## src/pfa_pkg.sv

```systemverilog
// Package with the constants shared by the flow action qualifier files.
package pfa_pkg;
	// Sizes of the flow table, of the per-flow and common settings, and of the action FIFO.
	localparam int NUM_FLOWS = 8;
	localparam int NUM_CHANNELS = 2;
	localparam int FLOW_IDX_W = 3;
	localparam int STATUS_POS_W = 3;
	localparam int REWRITE_CNT_W = 4;
	localparam int REWRITE_POS_W = 8;
	localparam int CF_LOC_W = 8;
	localparam int OFFSET_W = 8;
	localparam int ADR_SEL_W = 2;
	localparam int GROUP_W = 2;
	localparam int FIFO_DEPTH = 4;

	// Address source encodings for the frame signature builder.
	localparam logic [1:0] ADR_FIRST_ETHERNET_COMPARATOR = 2'h0;
	localparam logic [1:0] ADR_ETH2 = 2'h1;
	localparam logic [1:0] ADR_IP1 = 2'h2;
	localparam logic [1:0] ADR_IP2 = 2'h3;

	// Checksum source encodings.
	localparam logic CKSUM_CMP1 = 1'h0;
	localparam logic CKSUM_CMP2 = 1'h1;

	// Bit positions of the next-protocol group bits.
	localparam int GROUP_A = 0;
	localparam int GROUP_B = 1;

	// Values after reset.
	localparam logic [NUM_FLOWS-1:0] RST_FLOW_EN = 8'h00;
	localparam logic RST_ENGINE_EN = 1'h0;

	// Layout of one action record in the FIFO.
	localparam int REC_W = 39;
	localparam int REC_GRPB = 0;
	localparam int REC_GRPA = 1;
	localparam int REC_ADR = 2;
	localparam int REC_CKSUM = 4;
	localparam int REC_CFLOC = 5;
	localparam int REC_RWPOS = 13;
	localparam int REC_RWCNT = 21;
	localparam int REC_UPD = 25;
	localparam int REC_SOFF = 26;
	localparam int REC_FLOW = 34;
	localparam int REC_TSALL = 37;
	localparam int REC_MATCH = 38;

	// Packet tracking states.
	typedef enum logic [1:0]
	{
		PKT_IDLE = 2'b01,
		PKT_BODY = 2'b10
	} pfa_pkt_state_t;
endpackage : pfa_pkg

```

## src/pfa_fifo.sv

```systemverilog
// Shift-register FIFO whose head word sits in a flip-flop.
`timescale 1ns/10ps
module pfa_fifo #(
	parameter int WIDTH = 8,
	parameter int DEPTH = 4
)(
	// Clock and reset
	input wire logic clock,
	input wire logic rst_n,
	// Filling side
	input wire logic inValid,
	output logic inReady,
	input wire logic [WIDTH-1:0] inData,
	// Draining side
	output logic outValid,
	input wire logic outReady,
	output logic [WIDTH-1:0] outData
);
	localparam int CNT_W = $clog2(DEPTH + 1);
	localparam logic [CNT_W-1:0] FULL_CNT = CNT_W'(DEPTH);

	logic [WIDTH-1:0] mem_ff [DEPTH];
	logic [CNT_W-1:0] count_ff;
	logic [CNT_W-1:0] nxt_count;
	logic [CNT_W-1:0] wrIdx;
	logic push;
	logic pop;

	// Full is honest: a pop in the same cycle does not open the door.
	assign inReady = (count_ff != FULL_CNT);
	assign push = inValid && inReady;
	assign pop = outValid && outReady;
	assign wrIdx = pop ? count_ff - 1'b1 : count_ff;
	assign outData = mem_ff[0];

	// Occupancy count.
	always_comb
	begin
		nxt_count = count_ff;
		if (push && !pop)
			nxt_count = count_ff + 1'b1;
		else if (pop && !push)
			nxt_count = count_ff - 1'b1;
	end

	always_ff @(posedge clock or negedge rst_n)
	begin
		if (!rst_n)
		begin
			count_ff <= '0;
			outValid <= 1'b0;
		end
		else
		begin
			count_ff <= nxt_count;
			outValid <= (nxt_count != '0);
		end
	end

	// Storage shifts toward the head on a pop; the new word lands behind the last one.
	always_ff @(posedge clock or negedge rst_n)
	begin
		if (!rst_n)
		begin
			for (int i = 0; i < DEPTH; i++)
				mem_ff[i] <= '0;
		end
		else
		begin
			for (int i = 0; i < DEPTH; i++)
			begin
				if (push && CNT_W'(i) == wrIdx)
					mem_ff[i] <= inData;
				else if (pop && i < DEPTH - 1)
					mem_ff[i] <= mem_ff[i+1];
			end
		end
	end
endmodule : pfa_fifo

```

## src/pfa_flow_qualify.sv

```systemverilog
// Combinational qualification of per-flow hits and choice of the winning flow.
`timescale 1ns/10ps
module pfa_flow_qualify
	import pfa_pkg::*;
(
	// Active enables
	input wire logic engineEn,
	input wire logic ethCompEn,
	input wire logic strictMatch,
	input wire logic [NUM_FLOWS-1:0] flowEn,
	input wire logic [NUM_FLOWS-1:0] ethStageEn,
	// Per-flow qualifiers
	input wire logic [NUM_FLOWS*NUM_CHANNELS-1:0] flowChannelEnables,
	input wire logic [NUM_FLOWS*GROUP_W-1:0] protocolGroupQualifier,
	// Frame results
	input wire logic channel,
	input wire logic ethHeaderFound,
	input wire logic ethHitA,
	input wire logic ethHitB,
	input wire logic [NUM_FLOWS-1:0] flowHit,
	// Outcome
	output logic [NUM_FLOWS-1:0] qualified,
	output logic anyHit,
	output logic [FLOW_IDX_W-1:0] winner
);
	// Lowest numbered qualified flow wins, so software can rank flows by index.
	always_comb
	begin
		logic groupOk;
		logic stageOk;
		groupOk = 1'b0;
		stageOk = 1'b0;
		qualified = '0;
		anyHit = 1'b0;
		winner = '0;
		for (int f = 0; f < NUM_FLOWS; f++)
		begin
			groupOk = (protocolGroupQualifier[f*GROUP_W+GROUP_A] && ethHitA) ||
				(protocolGroupQualifier[f*GROUP_W+GROUP_B] && ethHitB);
			// A flow off in the Ethernet stage is dropped outright only under strict matching.
			stageOk = strictMatch ? ethStageEn[f] : 1'b1;
			if (ethCompEn)
				groupOk = groupOk && ethHeaderFound && (ethStageEn[f] || !strictMatch);
			else
				groupOk = 1'b1;
			qualified[f] = engineEn && flowEn[f] && flowHit[f] && stageOk && groupOk &&
				flowChannelEnables[f*NUM_CHANNELS+int'(channel)];
		end
		for (int f = NUM_FLOWS - 1; f >= 0; f--)
		begin
			if (qualified[f])
			begin
				anyHit = 1'b1;
				winner = FLOW_IDX_W'(f);
			end
		end
	end
endmodule : pfa_flow_qualify

```

## src/pfa_flow_action.sv

```systemverilog
// Per-flow action selection for the frame rewriter, with packet-boundary enable handling.
`timescale 1ns/10ps
module pfa_flow_action
	import pfa_pkg::*;
(
	// Clock and reset
	input wire logic clock,
	input wire logic rst_n,
	// Packet boundaries
	input wire logic pktSop,
	input wire logic pktEop,
	// Header analysis result
	input wire logic hdrDone,
	output logic hdrReady,
	input wire logic hdrChannel,
	input wire logic ethHeaderFound,
	input wire logic ethHitA,
	input wire logic ethHitB,
	input wire logic [NUM_FLOWS-1:0] flowHit,
	input wire logic [OFFSET_W-1:0] ptpHeaderOffset,
	// Enables, applied at packet boundaries
	input wire logic engineEn,
	input wire logic firstEthernetComparatorEn,
	input wire logic strictMatch,
	input wire logic [NUM_FLOWS-1:0] ethStageFlowEn,
	input wire logic [NUM_FLOWS-1:0] flowValidEn,
	// Per-flow settings
	input wire logic [NUM_FLOWS*NUM_CHANNELS-1:0] flowChannelEnables,
	input wire logic [NUM_FLOWS*GROUP_W-1:0] protocolGroupQualifier,
	input wire logic [NUM_FLOWS*STATUS_POS_W-1:0] statusBitBytePosition,
	input wire logic [NUM_FLOWS-1:0] statusBitUpdateEn,
	input wire logic [NUM_FLOWS*REWRITE_CNT_W-1:0] rewriteByteCount,
	input wire logic [NUM_FLOWS*REWRITE_POS_W-1:0] rewritePosition,
	input wire logic [NUM_FLOWS*CF_LOC_W-1:0] newCorrectionLocation,
	// Settings common to all flows
	input wire logic checksumSourceSelect,
	input wire logic [ADR_SEL_W-1:0] signatureAddressSource,
	// Action record toward the rewriter
	output logic actValid,
	input wire logic actReady,
	output logic actMatched,
	output logic actTimestampAll,
	output logic [FLOW_IDX_W-1:0] actFlow,
	output logic [OFFSET_W-1:0] actStatusBitOffset,
	output logic actStatusBitUpdate,
	output logic [REWRITE_CNT_W-1:0] actRewriteByteCount,
	output logic [REWRITE_POS_W-1:0] actRewritePosition,
	output logic [CF_LOC_W-1:0] actNewCorrectionLocation,
	output logic actChecksumSource,
	output logic [ADR_SEL_W-1:0] actAddressSource,
	output logic actGroupA,
	output logic actGroupB,
	// Status
	output logic engineActive,
	output logic [NUM_FLOWS-1:0] activeFlowEn
);
	pfa_pkt_state_t pktState_ff;
	pfa_pkt_state_t nxt_pktState;
	logic ethCompEn_ff;
	logic strict_ff;
	logic [NUM_FLOWS-1:0] ethStageEn_ff;
	logic boundary;
	logic accept;
	logic [NUM_FLOWS-1:0] qualified;
	logic anyHit;
	logic [FLOW_IDX_W-1:0] winner;
	logic [REC_W-1:0] nxt_rec;
	logic [REC_W-1:0] rec_ff;
	logic [REC_W-1:0] headRec;
	logic recValid_ff;
	logic nxt_recValid;
	logic fifoReady;
	logic recPush;
	logic [STATUS_POS_W-1:0] winStatusPos;

	// Packet tracking; a packet ends on the end-of-packet strobe.
	always_comb
	begin
		nxt_pktState = pktState_ff;
		case (pktState_ff)
			PKT_IDLE:
				if (pktSop && !pktEop)
					nxt_pktState = PKT_BODY;
			PKT_BODY:
				if (pktEop)
					nxt_pktState = PKT_IDLE;
			default:
				nxt_pktState = PKT_IDLE;
		endcase
	end

	always_ff @(posedge clock or negedge rst_n)
	begin
		if (!rst_n)
			pktState_ff <= PKT_IDLE;
		else
			pktState_ff <= nxt_pktState;
	end

	// Enables are sampled only in the gap, on the start-of-packet cycle or on the last cycle of a packet.
	assign boundary = (pktState_ff == PKT_IDLE) || pktEop;

	// The enable ports act as the pending copy; the active copy follows at a boundary.
	always_ff @(posedge clock or negedge rst_n)
	begin
		if (!rst_n)
		begin
			engineActive <= RST_ENGINE_EN;
			ethCompEn_ff <= 1'b0;
			strict_ff <= 1'b0;
			ethStageEn_ff <= RST_FLOW_EN;
			activeFlowEn <= RST_FLOW_EN;
		end
		else if (boundary)
		begin
			engineActive <= engineEn;
			ethCompEn_ff <= firstEthernetComparatorEn;
			strict_ff <= strictMatch;
			ethStageEn_ff <= ethStageFlowEn;
			activeFlowEn <= flowValidEn;
		end
	end

	// Qualification of the comparator hits against the active enables.
	pfa_flow_qualify u_qualify (
		.engineEn(engineActive),
		.ethCompEn(ethCompEn_ff),
		.strictMatch(strict_ff),
		.flowEn(activeFlowEn),
		.ethStageEn(ethStageEn_ff),
		.flowChannelEnables(flowChannelEnables),
		.protocolGroupQualifier(protocolGroupQualifier),
		.channel(hdrChannel),
		.ethHeaderFound(ethHeaderFound),
		.ethHitA(ethHitA),
		.ethHitB(ethHitB),
		.flowHit(flowHit),
		.qualified(qualified),
		.anyHit(anyHit),
		.winner(winner)
	);

	assign accept = hdrDone && hdrReady;
	assign winStatusPos = statusBitBytePosition[int'(winner)*STATUS_POS_W +: STATUS_POS_W];

	// Build the action record for the winning flow; a miss still yields a record.
	always_comb
	begin
		nxt_rec = '0;
		nxt_rec[REC_MATCH] = anyHit;
		nxt_rec[REC_TSALL] = engineActive && !ethCompEn_ff;
		nxt_rec[REC_FLOW +: FLOW_IDX_W] = winner;
		// The rewriter wants the bit's place from the Ethernet start, not the PTP start.
		nxt_rec[REC_SOFF +: OFFSET_W] = OFFSET_W'(ptpHeaderOffset + OFFSET_W'(winStatusPos));
		nxt_rec[REC_UPD] = anyHit && statusBitUpdateEn[winner];
		nxt_rec[REC_RWCNT +: REWRITE_CNT_W] = rewriteByteCount[int'(winner)*REWRITE_CNT_W +: REWRITE_CNT_W];
		nxt_rec[REC_RWPOS +: REWRITE_POS_W] = rewritePosition[int'(winner)*REWRITE_POS_W +: REWRITE_POS_W];
		nxt_rec[REC_CFLOC +: CF_LOC_W] = newCorrectionLocation[int'(winner)*CF_LOC_W +: CF_LOC_W];
		nxt_rec[REC_CKSUM] = checksumSourceSelect ? CKSUM_CMP2 : CKSUM_CMP1;
		nxt_rec[REC_ADR +: ADR_SEL_W] = signatureAddressSource;
		// Group bits are what the Ethernet stage hands forward to the next block.
		nxt_rec[REC_GRPA] = ethHeaderFound && ethHitA && (!anyHit ||
			protocolGroupQualifier[int'(winner)*GROUP_W+GROUP_A]);
		nxt_rec[REC_GRPB] = ethHeaderFound && ethHitB && (!anyHit ||
			protocolGroupQualifier[int'(winner)*GROUP_W+GROUP_B]);
	end

	// One-record holding stage; it stalls the analyzer while the FIFO is full.
	assign recPush = recValid_ff && fifoReady;
	assign nxt_recValid = (recValid_ff && !recPush) || accept;

	always_ff @(posedge clock or negedge rst_n)
	begin
		if (!rst_n)
		begin
			recValid_ff <= 1'b0;
			rec_ff <= '0;
			hdrReady <= 1'b0;
		end
		else
		begin
			recValid_ff <= nxt_recValid;
			hdrReady <= !nxt_recValid;
			if (accept)
				rec_ff <= nxt_rec;
		end
	end

	pfa_fifo #(
		.WIDTH(REC_W),
		.DEPTH(FIFO_DEPTH)
	) u_fifo (
		.clock(clock),
		.rst_n(rst_n),
		.inValid(recValid_ff),
		.inReady(fifoReady),
		.inData(rec_ff),
		.outValid(actValid),
		.outReady(actReady),
		.outData(headRec)
	);

	// Record fields toward the rewriter, straight from the FIFO head flops.
	assign actMatched = headRec[REC_MATCH];
	assign actTimestampAll = headRec[REC_TSALL];
	assign actFlow = headRec[REC_FLOW +: FLOW_IDX_W];
	assign actStatusBitOffset = headRec[REC_SOFF +: OFFSET_W];
	assign actStatusBitUpdate = headRec[REC_UPD];
	assign actRewriteByteCount = headRec[REC_RWCNT +: REWRITE_CNT_W];
	assign actRewritePosition = headRec[REC_RWPOS +: REWRITE_POS_W];
	assign actNewCorrectionLocation = headRec[REC_CFLOC +: CF_LOC_W];
	assign actChecksumSource = headRec[REC_CKSUM];
	assign actAddressSource = headRec[REC_ADR +: ADR_SEL_W];
	assign actGroupA = headRec[REC_GRPA];
	assign actGroupB = headRec[REC_GRPB];
endmodule : pfa_flow_action

```

## config.mk

```make
export PLATFORM = sky130hd
export DESIGN_NAME = pfa_flow_action
export DESIGN_NICKNAME = d
export VERILOG_FILES = /design/src/pfa_pkg.sv /design/src/pfa_fifo.sv /design/src/pfa_flow_qualify.sv /design/src/pfa_flow_action.sv
export SDC_FILE = /design/constraint.sdc
export NUM_CORES = 1
export LEC_CHECK = 0
export BUFFER_PORTS_ARGS = -buffer_cell sky130_fd_sc_hd__buf_2
export CAP_MARGIN = 20
export CORE_UTILIZATION = 57
export DETAILED_ROUTE_END_ITERATION = 10
export GPL_ROUTABILITY_DRIVEN = 1
export PLACE_DENSITY = 0.84
export REMOVE_ABC_BUFFERS = 1
export SLEW_MARGIN = 20
export SYNTH_ARGS = -nofsm -noshare
export SYNTH_HDL_FRONTEND = slang
export SYNTH_SLANG_ARGS = --single-unit
```

## constraint.sdc

```tcl
create_clock -name clock -period 9.6 [get_ports clock]
set_clock_uncertainty 0.15 [all_clocks]
set_input_delay 0.48 -clock clock [delete_from_list [all_inputs] [get_ports clock]]
set_output_delay 0.48 -clock clock [all_outputs]
set_load 0.05 [all_outputs]
```

[Yosys cells after proc, flatten, opt, wreduce, memory -nomap -nowiden]
Index checks and enable logic that the tools add are counted.
Cells by class
  add/sub/neg operators: 11
  multiply operators: 1
  $lt $le $gt $ge: 11
  eq/ne operators: 8
  shift operators: 4
  multiplexer cells: 75
  reductions and logical operators: 122
Operators by type and width (number)
  two-way mux 39 bit: 6
  < comparator 32 x 6 -> 1 bit (second input constant): 7
  variable part select 64 x 7 -> 8 bit: 2
  logical AND 1 bit: 89
  two-way mux 1 bit: 45
  two-way mux 3 bit: 11
  binary-select mux 1 bit (select 4 bit): 8
  variable part select 32 x 6 -> 4 bit: 1
  variable part select 24 x 6 -> 3 bit: 1
  adder 4 x 1 -> 5 bit (first input constant): 4
  logical OR 1 bit: 20
  adder 3 x 1 -> 4 bit (first input constant): 2
  adder 8 x 3 -> 8 bit: 1
  zero test 1 bit: 7
  binary-select mux 1 bit (select 3 bit): 2
  equality test 2 x 3 -> 1 bit (first input constant): 2
  nonzero test 2 bit: 3
  adder 4 x 1 -> 5 bit (second input constant): 1
  < comparator 1 x 5 -> 1 bit (second input constant): 1
  < comparator 4 x 5 -> 1 bit (second input constant): 1
  < comparator 5 bit (second input constant): 1
  multiplier 3 x 2 -> 5 bit (second input constant): 1
  < comparator 3 x 4 -> 1 bit (second input constant): 1
  two-way mux 2 bit: 2
  12 further kinds: 13
Storage, ports and cells
  bits in registers: 222

[Logic depth before layout (Yosys ltp)]
  word-level depth: 21
  gate-level depth with buffers: 20
  mapped depth without buffers: 15

[Modules after synthesis]
Synthesis repeated with hierarchy kept, for this count alone.
Second synthesis, totals
  cells, all modules: 1282
  area, all modules: 12665.9 µm²
Modules (own cells, without submodules)
  pfa_fifo: times used 1, cells each 794, area each 7985.2 µm², sequential area each 4003.8 µm²
  pfa_flow_action: times used 1, cells each 418, area each 4165.2 µm², sequential area each 1552.7 µm²
  pfa_flow_qualify: times used 1, cells each 70, area each 515.5 µm², sequential area each 0.0 µm²

[Worst setup path before layout]
No wires, ideal clock.
  kind: register -> register
  from: register engineActive
  to: register rec_ff[32]
  setup time: 0.135 ns
  arrival time: 3.761 ns
  required time: 9.315 ns
  path slack: 5.554 ns
  stages on the path, launching flop included: 20
  clock period less this slack: 4.046 ns
  path through: dfrtp_1 buf_2 nand3_1 a211o_1 or2_1 clkbuf_1 and2_1 clkbuf_1 clkbuf_1 and3_1 a221oi_1 a31oi_1 mux2_2 ha_1 fa_1 a21oi_1 nor2b_1 nand3_1 xor2_1 o21ai_0
Between the ends
  cells in the longest elaborated chain, start to end: 16
Ends and longest elaborated chain
  start: declaration: line pfa_flow_action.sv:54  | output logic engineActive,
  start signal: assignment: line pfa_flow_action.sv:116  | engineActive <= engineEn;
  logical AND 1 bit (5 in a row): line pfa_flow_qualify.sv:46  | qualified[f] = engineEn && flowEn[f] && flowHit[f] && stageOk && groupOk &&
  two-way mux 3 bit (7 in a row): line pfa_flow_qualify.sv:51  | if (qualified[f])
  two-way mux 3 bit (*): line pfa_flow_qualify.sv:51
  multiplier 3 x 2 -> 5 bit (*): line pfa_flow_action.sv:144  | assign winStatusPos = statusBitBytePosition[int'(winner)*STATUS_POS_W +: STATUS_POS_W];
  variable part select 24 x 6 -> 3 bit (*): line pfa_flow_action.sv:144
  adder 8 x 3 -> 8 bit (*): line pfa_flow_action.sv:154  | nxt_rec[REC_SOFF +: OFFSET_W] = OFFSET_W'(ptpHeaderOffset + OFFSET_W'(winStatusPos));
  end signal: assignment: line pfa_flow_action.sv:185  | rec_ff <= nxt_rec;
  end: declaration: line pfa_flow_action.sv:68  | logic [REC_W-1:0] rec_ff;
Mark *: on every way between the ends. The rest lies on a longest branch, timed or not.
A chain may end at the register's enable or synchronous reset.

[Worst setup path in the final report]
Ends and elaborated chain as after synthesis.

==> impl_metrics.yaml <==
run_status:
  status: "finished clean"
timing:
  finalSetupViolCount: 0
  tightest_slew_ns: 1.09
  period_needed_ns: 4.80
  hold_viol_final: 0
  relSlewSlack_pct: 27.2
  slew_viol_final: 0
  period_share_pct: 50.0
  fin_tns_setup_ns: 0
  max_freq_mhz: 208
  holdWs_ns: 0.0133
  rsz0062_at_grt: "false"
setup_path:
  cp_max_fo: 33
  cp-startpoint: "engineActive"
  r2r_slack_ns: 4.80
  worst_setup_path_end_kind: "flop"
  crit_type: "flop to flop"
  reg2reg_depth: 16
  cp.required_ns: 9.82
  crit_arrival_ns: 5.02
  crit_path_start_kind: "flop"
  timing.rr.end: "rec_ff[32]"
  crit_end: "rec_ff[32]"
  worstReg2RegStart: "engineActive"
cts:
  clock-root-buffer: "clkbuf_16"
  post_cts_resized: 0
  cts_tree: "built"
  htree_levels: 1
  cts_sinks: 222
  clkSlewWorstSetupHoldPaths_ns: 0.06
  clock_latency_ns: 0.52
  cts_max_path_buffers: 3
  numCtsBuffers: 24
  cts_setup_buffers: 0
yosys:
  synth.distinct_cells: 57
  synth.avg_cell_area_sq_um: 9.26
  syn_area_sq_um: 11800
  ys_ff_latch: 222
  ys_seq_area_share_pct: 47.1
  async_reset_ff_share_pct: 100
  synth_flop_cell: "dfrtp_1"
  synth_edf_count: 0
  synth_top_area_share_pct: 46.9
  synthTopCellsByArea: "dfrtp_1 (47%), nand2_1 (10%), a31oi_1 (6.6%)"
  ys_warn_count: 0
  netlist_instances: 1274
  yosys.area.top_type: "dfrtp_1"
power_and_ir_drop:
  power_density_nw_per_um2: 276
  p_int_mw: 2.41
  ir_worst_vdd_mv: 0.154
  p_sw_mw: 1.50
  leakage_nw: 6.83
  power_mw: 3.91
  swShare_pct: 38.3
  p_comb_share_pct: 34.2
  pwr-share-clk_pct: 26.0
  seqPwrFrac_pct: 39.8
place:
  place_inst: 1745
  finalWeightedCongestion: 0.883
  hpwlAfterDp_mm: 23.2
  portBuffers: 321
  place_area_sq_um: 13300
floorplanning:
  core_sq_um: 20200
  dieArea_sq_um: 21300
  ios: 322
  die_w_microns: 146
  die_h_microns: 146
  num_rows: 52
  start_util_pct: 58.3
final_layout:
  syn_to_final_growth_pct: 20.2
  final_layout_size_suffix_gt1_share_pct: 31.5
  final_nets: 1782
  stdcell_count: 1792
  finalInstanceArea_sq_um: 14200
grt:
  antenna_found_initial: 0
  grt_pass1_vias: 10800
  grt_remaining_overflow: 0
  grt_use_total_pct: 33.4
  grt_max_degree: 106
  grt_first_pass_wirelength_mm: 56.4
route:
  vias: 10900
  viasPerCell: 6.11
  post_drt_wl_per_cell_microns: 19.6
  ant_nets: 0
  drc: 0
  drtPass1Iterations: 5
  totalWireLength_mm: 35.1
  drt_iter0_drc: 1173
worst_hold_path:
  min_path_type: "input pin to flop"
run:
  max_cap_viol_count: 0
## worst max-delay path, cell delays in order (launching register included)
cell and delay, ns:
dfrtp_1 0.56, nand3_1 0.13, nor3_1 0.28, a22oi_1 0.22, o311a_1 0.46, nor2_4 0.51, buf_4 0.49, mux2i_1 0.26
mux2i_1 0.09, mux2_2 0.27, ha_1 0.22, fa_1 0.44, a21oi_1 0.16, nor2b_1 0.09, nand3_1 0.10, xor2_1 0.13
o21ai_0 0.08
## cell usage in the layout, fill, tap and decap left out, drive strengths merged, types with 6 or more instances in the layout
cell and instances:
a21oi 13, a221o 22, a221oi 23, a22oi 9, a311oi 20, a31oi 124, and3 27, buf 335
clkbuf 29, clkinv 9, dfrtp 221, ha 6, inv 8, mux2 60, mux2i 17, mux4 20
nand2 325, nand3 22, nor2 131, nor2b 9, nor3 7, o21ai 23, xnor2 6
## how the worst min path moves through the flow
stage                         start  slack (ns)                 to  cells past startpoint
6_report       checksumSourceSelect        0.01          rec_ff[4]                      3
5_1_grt        checksumSourceSelect        0.01          rec_ff[4]                      3
4_1_cts        checksumSourceSelect       0.005          rec_ff[4]                      3
3_5_place_dp      u_fifo.mem_ff[36]        0.33  u_fifo.mem_ff[36]                      2
3_3_place_gp      u_fifo.mem_ff[36]        0.32  u_fifo.mem_ff[36]                      2
2_1_floorplan                 rst_n        0.03    activeFlowEn[0]                      0
## sequential cells by signal (all words and copies together) (netlist names)
register         flops
activeFlowEn         8
engineActive         1
ethCompEn_ff         1
ethStageEn_ff        8
hdrReady             1
pktState_ff          2
recValid_ff          1
rec_ff              39
strict_ff            1
u_fifo.count_ff      3
u_fifo.mem_ff      117
u_fifo.outData      39
u_fifo.outValid      1
## logic make-up after synthesis
family / share of synthesized area (%)
AO/OA/AOI/OAI: 15.6
AND/OR/NAND/NOR: 18.9
XOR/XNOR: 0.669
buffers and inverters: 5.92
adder cells (fa/ha/maj): 0.806
flip-flops: 47.1
multiplexers: 11.0
## through the flow
step / worst slack [ns] / utilization (%)
4_1_cts: 4.82 / 70.0
3_5_place_dp: 4.63 / 65.5
6_report: 4.80 / 70.0
2_1_floorplan: 4.32 / -
5_1_grt: 4.52 / 70.0
3_3_place_gp: 4.73 / 65.5
## what timing repair did
action	in CTS	in global routing
hold buffers	2	0
hold endpoints to repair	104	0
setup endpoints to repair	0	0
## Yosys cell counts, drive strengths merged, types with 2 or more instances
cell    count
and2        5
mux2i      17
clkbuf     77
o22ai       3
a221oi     23
ha          6
nor3        7
nand2     325
buf        57
xor2        3
o31ai       3
a21oi      13
a22oi       9
nor3b       2
o21ai      23
nor2b       9
a221o      22
a311oi     20
o21a        2
a31oi     124
nand4       4
mux4       20
a21o        2
a211o       2
dfrtp     221
mux2       60
or2         2
xnor2       6
nor4b       2
o32ai       2
nor2      131
inv         8
and3       27
a21boi      4
nand3      22
## final cells by class
cell class	instances	area [sq um]
fill	1521	6060
multi-input combinational	910	5630
sequential	222	5560
timing repair buffer	337	1740
clock buffer	29	671
tap	270	338
clock inverter	15	206
inverter	8	30.0
antenna	1	2.50
## routing by layer
metal	track usage [%]	share of wire, %	up-vias
li1	-	-	4941
met5	0	0	-
met4	12.7	3.7	0
met2	55.6	48	620
met1	44.0	39	5304
met3	5.64	8.9	81
## power groups by stage
stage	combinational (mW)	clock (mW)	sequential (mW)
final	1.34	1.02	1.56
after global routing	1.46	1.06	1.60
after CTS	1.34	1.02	1.55
after detailed placement	1.33	0	1.56
after global placement	1.28	0	1.54
after floorplan	0.706	0	1.75
(Power assumes the default switching activity.)
